**src/hdl/trig_seq_pkg.sv**
```systemverilog
// package for the two-channel trigger arm sequencer
package trig_seq_pkg;
   localparam int NUM_CH = 2;
   // register byte offsets
   localparam logic [7:0] OFS_CMD = 8'h00;
   localparam logic [7:0] OFS_CFG_A = 8'h04;
   localparam logic [7:0] OFS_CFG_B = 8'h08;
   localparam logic [7:0] OFS_GLOBAL = 8'h0c;
   localparam logic [7:0] OFS_STATUS = 8'h10;
   localparam logic [7:0] OFS_ERROR = 8'h14;
   // command register bit positions
   localparam int CMD_STOP_A = 0;
   localparam int CMD_STOP_B = 1;
   localparam int CMD_ARM_A = 2;
   localparam int CMD_ARM_B = 3;
   localparam int CMD_ARM_ALL = 4;
   localparam int CMD_FULL_RESET = 5;
   localparam int CMD_PRESET = 6;
   localparam int CMD_LOCAL = 7;
   localparam int CMD_FORCE_A = 8;
   localparam int CMD_FORCE_B = 9;
   // channel config field positions
   localparam int CFG_ARM_ALWAYS = 0;
   localparam int CFG_AUTO_DELAY = 1;
   localparam int CFG_SRC_LSB = 4;
   // global register fields
   localparam int GLB_ARM_ALL_ALWAYS = 0;
   localparam int GLB_SWEEP = 1;
   localparam int GLB_DUAL = 2;
   // error codes (low 16 bits, two's complement)
   localparam logic [15:0] ERR_INIT_IGNORED = 16'hff2b;
   localparam logic [15:0] ERR_SUFFIX_RANGE = 16'hff72;
   // settling interval
   localparam int SETTLE_NS = 1000;
   localparam int CLK_PERIOD_NS = 20;
   localparam int SETTLE_CYCLES = (SETTLE_NS + CLK_PERIOD_NS - 1) / CLK_PERIOD_NS;
   // reset values and bus response codes
   localparam logic RST_AUTO_DELAY = 1'b1;
   localparam logic RST_ARM_ALWAYS = 1'b1;
   localparam logic [1:0] RESP_OKAY = 2'b00;
   localparam logic [1:0] RESP_SLVERR = 2'b10;

   typedef enum logic [2:0] {
      SRC_IMMEDIATE, SRC_BUS, SRC_HOLD, SRC_BACK_PANEL, SRC_OWN_LEVEL_A, SRC_OWN_LEVEL_B
   } trig_src_t;

   typedef enum {ST_IDLE, ST_WAIT, ST_SETTLE, ST_MEASURE} ch_state_t;

   typedef struct packed {
      logic arm_always;
      logic auto_delay;
      trig_src_t src;
   } ch_cfg_t;
endpackage

```
**src/hdl/trigger_arm_sequencer.sv**
```systemverilog
// two-channel trigger arm sequencer with axi4-lite control
// Functional notes
// stop command moves addressed channel from waiting to idle.
// stop leaves all other trigger settings untouched.
// with arm-always on, stop returns channel straight to waiting.
// arm commands overlap; bus keeps accepting while armed or measuring.
// pending flag high while armed work outstanding, low in idle.
// trigger cycle is leaving waiting and starting a measurement.
// arm-always off: idle until armed, back to idle after one cycle.
// arm-always on: next cycle starts directly, never via idle.
// local, preset, power-up: arm-always set unless level or back-panel source.
// full reset clears per-channel arm-always and arm-all-always.
// arm-always reads 1 for continuous, 0 for single.
// arm-once waits for trigger, then measures and stores result.
// immediate source measures as soon as arm-once executes.
// arm when not idle or arm-always on is ignored, error -213.
// arm-all-always sets every sequence continuous; reads back 1 or 0.
// arm-all-once arms every channel in one operation.
// per-channel arm-always off at full reset, on at preset/power-up.
// auto delay inserts settling interval before measuring.
// auto delay off measures immediately on trigger.
// auto delay ignored with immediate source.
// no trigger delay in power or frequency sweep mode.
// reset turns auto delay on.
// channel 1 is A, 2 is B; single-channel model rejects B.
// each channel has own idle/waiting/measuring state, reset idle.
`timescale 1ns/1ps
module trigger_arm_sequencer
   import trig_seq_pkg::*;
#(
   parameter int SETTLE_CNT = SETTLE_CYCLES
) (
   // clock and reset
   input wire logic clk_sys,
   input wire logic rst,
   // axi4-lite slave
   input wire logic [7:0] s_axi_awaddr,
   input wire logic s_axi_awvalid,
   output logic s_axi_awready,
   input wire logic [31:0] s_axi_wdata,
   input wire logic [3:0] s_axi_wstrb,
   input wire logic s_axi_wvalid,
   output logic s_axi_wready,
   output logic [1:0] s_axi_bresp,
   output logic s_axi_bvalid,
   input wire logic s_axi_bready,
   input wire logic [7:0] s_axi_araddr,
   input wire logic s_axi_arvalid,
   output logic s_axi_arready,
   output logic [31:0] s_axi_rdata,
   output logic [1:0] s_axi_rresp,
   output logic s_axi_rvalid,
   input wire logic s_axi_rready,
   // trigger events and measurement handshake
   input wire logic [NUM_CH-1:0] trig_event,
   input wire logic [NUM_CH-1:0] meas_done,
   output logic [NUM_CH-1:0] meas_start,
   output logic [NUM_CH-1:0] store_result,
   output logic [NUM_CH-1:0] pending
);

   ch_state_t state [NUM_CH];
   ch_cfg_t cfg [NUM_CH];
   logic arm_all_always;
   logic sweep_mode;
   logic dual_model;
   logic [15:0] last_error;
   logic [15:0] settle_cnt [NUM_CH];

   // write channel capture
   logic aw_held, w_held;
   logic [7:0] aw_addr;
   logic [31:0] w_data;
   logic [3:0] w_strb;
   logic wr_fire;
   logic [31:0] cmd;

   function automatic logic [31:0] cfg_word(input ch_cfg_t c);
      cfg_word = 32'h0;
      cfg_word[CFG_ARM_ALWAYS] = c.arm_always;
      cfg_word[CFG_AUTO_DELAY] = c.auto_delay;
      cfg_word[CFG_SRC_LSB +: 3] = c.src;
   endfunction

   function automatic logic keeps_arm(input trig_src_t s);
      keeps_arm = (s == SRC_OWN_LEVEL_A) || (s == SRC_OWN_LEVEL_B) || (s == SRC_BACK_PANEL);
   endfunction

   assign wr_fire = aw_held && w_held && !s_axi_bvalid;
   assign cmd = (wr_fire && aw_addr == OFS_CMD && w_strb[0]) ? w_data : 32'h0;

   always_ff @(posedge clk_sys) begin
      if (rst) begin
         aw_held <= 1'b0;
         w_held <= 1'b0;
         aw_addr <= 8'h00;
         w_data <= 32'h0;
         w_strb <= 4'h0;
         s_axi_awready <= 1'b1;
         s_axi_wready <= 1'b1;
         s_axi_bvalid <= 1'b0;
         s_axi_bresp <= RESP_OKAY;
      end else begin
         if (s_axi_awvalid && s_axi_awready) begin
            aw_held <= 1'b1;
            aw_addr <= s_axi_awaddr;
            s_axi_awready <= 1'b0;
         end
         if (s_axi_wvalid && s_axi_wready) begin
            w_held <= 1'b1;
            w_data <= s_axi_wdata;
            w_strb <= s_axi_wstrb;
            s_axi_wready <= 1'b0;
         end
         if (wr_fire) begin
            aw_held <= 1'b0;
            w_held <= 1'b0;
            s_axi_bvalid <= 1'b1;
            s_axi_bresp <= (aw_addr <= OFS_GLOBAL) ? RESP_OKAY : RESP_SLVERR;
         end
         if (s_axi_bvalid && s_axi_bready) begin
            s_axi_bvalid <= 1'b0;
            s_axi_awready <= 1'b1;
            s_axi_wready <= 1'b1;
         end
      end
   end

   // read channel
   always_ff @(posedge clk_sys) begin
      if (rst) begin
         s_axi_arready <= 1'b1;
         s_axi_rvalid <= 1'b0;
         s_axi_rdata <= 32'h0;
         s_axi_rresp <= RESP_OKAY;
      end else if (s_axi_arvalid && s_axi_arready) begin
         s_axi_arready <= 1'b0;
         s_axi_rvalid <= 1'b1;
         s_axi_rresp <= RESP_OKAY;
         case (s_axi_araddr)
            OFS_CMD: s_axi_rdata <= 32'h0;
            OFS_CFG_A: s_axi_rdata <= cfg_word(cfg[0]);
            OFS_CFG_B: s_axi_rdata <= cfg_word(cfg[1]);
            OFS_GLOBAL: s_axi_rdata <= {29'h0, dual_model, sweep_mode, arm_all_always};
            OFS_STATUS: s_axi_rdata <= {24'h0, 2'(state[1]), 2'(state[0]), 2'h0, pending};
            OFS_ERROR: s_axi_rdata <= {16'h0, last_error};
            default: begin
               s_axi_rdata <= 32'h0;
               s_axi_rresp <= RESP_SLVERR;
            end
         endcase
      end else if (s_axi_rvalid && s_axi_rready) begin
         s_axi_rvalid <= 1'b0;
         s_axi_arready <= 1'b1;
      end
   end

   // global settings
   always_ff @(posedge clk_sys) begin
      if (rst) begin
         arm_all_always <= 1'b0;
         sweep_mode <= 1'b0;
         dual_model <= 1'b1;
      end else if (cmd[CMD_FULL_RESET]) begin
         arm_all_always <= 1'b0;
      end else if (wr_fire && aw_addr == OFS_GLOBAL && w_strb[0]) begin
         arm_all_always <= w_data[GLB_ARM_ALL_ALWAYS];
         sweep_mode <= w_data[GLB_SWEEP];
         dual_model <= w_data[GLB_DUAL];
      end
   end

   // error register: arm refused or channel B on single model
   always_ff @(posedge clk_sys) begin
      logic refused;
      refused = 1'b0;
      for (int i = 0; i < NUM_CH; i++) begin
         if ((cmd[CMD_ARM_A + i] || cmd[CMD_ARM_ALL])
             && (state[i] != ST_IDLE || cfg[i].arm_always))
            refused = 1'b1;
      end
      if (rst) begin
         last_error <= 16'h0;
      end else if (!dual_model && wr_fire
                   && (aw_addr == OFS_CFG_B || (cmd & 32'h0000020a) != 32'h0)) begin
         last_error <= ERR_SUFFIX_RANGE;
      end else if (refused) begin
         last_error <= ERR_INIT_IGNORED;
      end else if (wr_fire && aw_addr == OFS_ERROR) begin
         last_error <= 16'h0;
      end
   end

   generate
      for (genvar i = 0; i < NUM_CH; i++) begin : g_ch
         logic ch_ok;
         logic cont;
         logic arm_cmd;
         logic direct;
         assign ch_ok = (i == 0) || dual_model;
         assign cont = cfg[i].arm_always || arm_all_always;
         assign arm_cmd = ch_ok && (cmd[CMD_ARM_A + i] || cmd[CMD_ARM_ALL]);
         // immediate source or sweep bypasses settling
         assign direct = !cfg[i].auto_delay || cfg[i].src == SRC_IMMEDIATE || sweep_mode;

         // configuration
         always_ff @(posedge clk_sys) begin
            if (rst) begin
               cfg[i].arm_always <= RST_ARM_ALWAYS;
               cfg[i].auto_delay <= RST_AUTO_DELAY;
               cfg[i].src <= SRC_IMMEDIATE;
            end else if (cmd[CMD_FULL_RESET]) begin
               cfg[i].arm_always <= 1'b0;
               cfg[i].auto_delay <= 1'b1;
               cfg[i].src <= SRC_IMMEDIATE;
            end else if (cmd[CMD_PRESET] || cmd[CMD_LOCAL]) begin
               if (!keeps_arm(cfg[i].src))
                  cfg[i].arm_always <= 1'b1;
            end else if (wr_fire && ch_ok && aw_addr == (i == 0 ? OFS_CFG_A : OFS_CFG_B)
                         && w_strb[0]) begin
               cfg[i].arm_always <= w_data[CFG_ARM_ALWAYS];
               cfg[i].auto_delay <= w_data[CFG_AUTO_DELAY];
               cfg[i].src <= trig_src_t'(w_data[CFG_SRC_LSB +: 3]);
            end
         end

         // sequencer state
         always_ff @(posedge clk_sys) begin
            if (rst) begin
               state[i] <= ST_IDLE;
               settle_cnt[i] <= 16'h0;
               meas_start[i] <= 1'b0;
               store_result[i] <= 1'b0;
            end else begin
               meas_start[i] <= 1'b0;
               store_result[i] <= 1'b0;
               if (ch_ok && cmd[CMD_STOP_A + i]) begin
                  // only the state is touched
                  state[i] <= cont ? ST_WAIT : ST_IDLE;
               end else begin
                  case (state[i])
                     ST_IDLE: begin
                        if (cont || (arm_cmd && !cfg[i].arm_always))
                           state[i] <= ST_WAIT;
                     end
                     ST_WAIT: begin
                        if (cfg[i].src == SRC_IMMEDIATE || trig_event[i]
                            || (ch_ok && cmd[CMD_FORCE_A + i])) begin
                           if (direct) begin
                              state[i] <= ST_MEASURE;
                              meas_start[i] <= 1'b1;
                           end else begin
                              state[i] <= ST_SETTLE;
                              settle_cnt[i] <= 16'(SETTLE_CNT);
                           end
                        end
                     end
                     ST_SETTLE: begin
                        if (settle_cnt[i] <= 16'h1) begin
                           state[i] <= ST_MEASURE;
                           meas_start[i] <= 1'b1;
                        end else begin
                           settle_cnt[i] <= settle_cnt[i] - 16'h1;
                        end
                     end
                     ST_MEASURE: begin
                        if (meas_done[i]) begin
                           store_result[i] <= 1'b1;
                           state[i] <= cont ? ST_WAIT : ST_IDLE;
                        end
                     end
                     default: state[i] <= ST_IDLE;
                  endcase
               end
            end
         end

         always_ff @(posedge clk_sys) begin
            if (rst)
               pending[i] <= 1'b0;
            else
               pending[i] <= (state[i] != ST_IDLE) || arm_cmd || cont;
         end
      end
   endgenerate

endmodule // trigger_arm_sequencer

```
**config.mk**
```make
export PLATFORM = sky130hd
export DESIGN_NAME = trigger_arm_sequencer
export DESIGN_NICKNAME = d
export VERILOG_FILES = /design/src/hdl/trig_seq_pkg.sv /design/src/hdl/trigger_arm_sequencer.sv
export SDC_FILE = /design/constraint.sdc
export NUM_CORES = 1
export LEC_CHECK = 0
export BUFFER_PORTS_ARGS = -buffer_cell sky130_fd_sc_hd__buf_2
export CORE_MARGIN = 8
export CORE_UTILIZATION = 48
export DETAILED_ROUTE_END_ITERATION = 7
export GPL_ROUTABILITY_DRIVEN = 0
export HOLD_SLACK_MARGIN = 0.02
export PLACE_DENSITY = 0.87
export SLEW_MARGIN = 20
export SYNTH_ARGS = -nofsm -noshare
export SYNTH_HDL_FRONTEND = slang
export SYNTH_SLANG_ARGS = --single-unit
```
**constraint.sdc**
```tcl
create_clock -name clk_sys -period 2.4 [get_ports clk_sys]
set_input_delay 0.48 -clock clk_sys [delete_from_list [all_inputs] [get_ports clk_sys]]
set_output_delay 0.48 -clock clk_sys [all_outputs]
set_load 0.02 [all_outputs]
```
==> metrics.txt <==
Tcrit/Tclk final 97.5%; Final min period roughly 2300 ps; asr flop ratio synth 0%; 1st-iter DRT viols about 280; part of the Yosys area used for sequential elements 46.6%; final WL 12100 um; HP Class in2reg; hold buffer count at cts 0; Synth Warn # 0; HPWL Detailed 9090 um; Core Region 10300 um^2; grt total ovfl 0; H-tree levels 3; vias per cell 5.53; reg2reg setup slack ~61 ps; Critical Path End Type flop; CTS tree yes; TritonCTS buffer count 9; dpl ws -141 ps; Storage cell area roughly 2400 um^2; Max IR drop VDD 432 uV; largest net degree at the start of global routing 25; vias in the first global route roughly 4300; final instance area 5850 um^2; PD cells about 700 nW/um^2; die area between 10000 and 15000 um^2; ant diodes 0; Clock Tree Buf Depth 2; Top FF cell, synth dfxtp_1; Cell Area, Placed about 5600 um^2; first-pass GRT wire length 20000 um; most common cell after layout, fill and taps aside buf_2; # IOs 110; final setup margin 61.1 ps; GRT Total Usage approximately 17%; critical path launch point type flop; post-synthesis sequential element count 95; syn_area_per_cell 9.16 um^2; die width 119 um; insertion delay to the later sink of the worst-skew pair 380 ps; most frequent cells in the layout buf_2 (66), nand2_1 (64), nor2_1 (59); share of layout cells above drive strength 1 22.3%; Synth-to-Final Area Change 15.9%; Slew @ Worst Pin roughly 740 ps; nets@finish 712; leakage 2.29 nW; # setup viols final 0; Post-synth EDFFs 45; status complete, no violations; Avg WL per Cell roughly 16 um; Final Power 4.18 mW; Sum Neg Setup Slack 0 ps; antenna violations before repair 0; Worst-path clk slew approximately 100 ps; Max Fclk 0.428 GHz; Die Ht 119 um; synthesized cell area 5050 um^2; final hold violations 0; FP Rows 37; MaxCap Viol Count 0; Sink Count 95; Max-Slew Margin vs Limit 50.5%; Fillers between 800 and 900; Post-route DRC 0; Worst EP required 2620 ps; clock skew approximately 14 ps; CTS Root Cell clkbuf_8; Mapped Cells 551; post-synth cell types 59; worst path arrival time 2550 ps; Initial Util 49.1%; critical path fanouts, max 6; first drt pass iteration count 5; # port buffers 66; vias post-DR 4299; final antenna-violating net count 0; fin. max-slew vios 0; area of the multi-input gates 2490 um^2; Crit Path Class reg2reg
[where the power goes]
part | leakage, nW | internal, mW | switching (mW)
clock network | 0.0849 | 0.384 | 0.561
registers | 0.872 | 1.93 | 0.172
logic | 1.33 | 0.485 | 0.653
[final timing paths]
kind | cells after the start | startpoint | to
max | 8 | aw_addr[1] | state[1][0]
min | 2 | s_axi_wvalid | s_axi_wready
max reg2reg | 8 | aw_addr[1] | state[1][0]
min reg2reg | 2 | aw_addr[7] | aw_addr[7]
[cells by family after synthesis]
group,share of synthesized area [%]
muxes,2.03
xor gates and xnor gates,3.30
buffers and inverters,6.52
other,0.0743
and+or+nand+nor,24.4
DFF,46.6
adders and majority gates,2.97
AOI/OAI and AO/OA,14.1
[state kept, by name (all words and copies together), names as in the netlist, 2 cells and up]
signal	flops
settle_cnt	32
cfg	10
w_data	10
s_axi_rdata	9
aw_addr	8
state	4
last_error	3
meas_start	2
pending	2
store_result	2
[metal layers]
| layer | GRT usage [%] | part of all wire, % |
|---|---|---|
| met1 | 19.8 | 42 |
| met2 | 28.6 | 50 |
| met3 | 3.86 | 5.9 |
| met4 | 7.83 | 2.4 |
| met5 | 0 | 0 |
[stage by stage]
step           hold slack, ps  cells  utilization, %
6_report                  299    778            56.9
4_1_cts                   299    776            56.4
3_3_place_gp              440    760            54.7
2_1_floorplan             431    568               -
3_5_place_dp              463    760            54.7
5_1_grt                   304    778            56.9
[critical path, stage by stage, from the launching register on]
cell	delay, ps
dfxtp_1	350
or3_1	480
nor4_4	290
buf_6	170
a31oi_1	130
buf_4	180
nand2_1	50
mux2_2	340
a31oi_2	190
[synth_stat cells (4+ instances only)]
master / number / area [um^2]
mux2i_1: 8 / 80.1
edfxtp_1: 45 / 1350
a31oi_1: 9 / 56.3
clkbuf_1: 14 / 52.6
ha_1: 12 / 150
nor4_1: 11 / 68.8
inv_1: 15 / 56.3
a21oi_1: 48 / 240
nor3_1: 17 / 85.1
xor2_1: 6 / 52.6
dfxtp_1: 50 / 1000
xnor2_1: 13 / 114
nor2b_1: 7 / 43.8
or3_1: 14 / 87.6
or4_1: 4 / 30.0
nor2_1: 59 / 221
nand2b_1: 20 / 125
o21ai_0: 12 / 60.1
nand2_1: 64 / 240
and2_1: 8 / 50.1
a21o_1: 4 / 30.0
o22ai_1: 4 / 25.0
buf_4: 25 / 188
nand3_1: 13 / 65.1
a22oi_1: 12 / 90.1
nand3b_1: 6 / 45.0
a31o_2: 4 / 35.0
[layout make-up]
cell class                 count  share of cell area [%]
timing repair buffer         102                    10.5
tap                          136                    2.91
sequential                    95                    40.2
inverter                      15                   0.963
clock buffer                  12                    2.31
clock inverter                 4                   0.535
multi-input combinational    414                    42.5
[repair_timing]
item,4_1_cts,5_1_grt
endpoints found under the setup margin,18,37
buffers inserted,0,1
endpoints found under the hold margin,0,0
cloned,0,1
resized for setup,2,8
pin swaps,0,4
No activity file was read; power rests on OpenSTA's default activity.
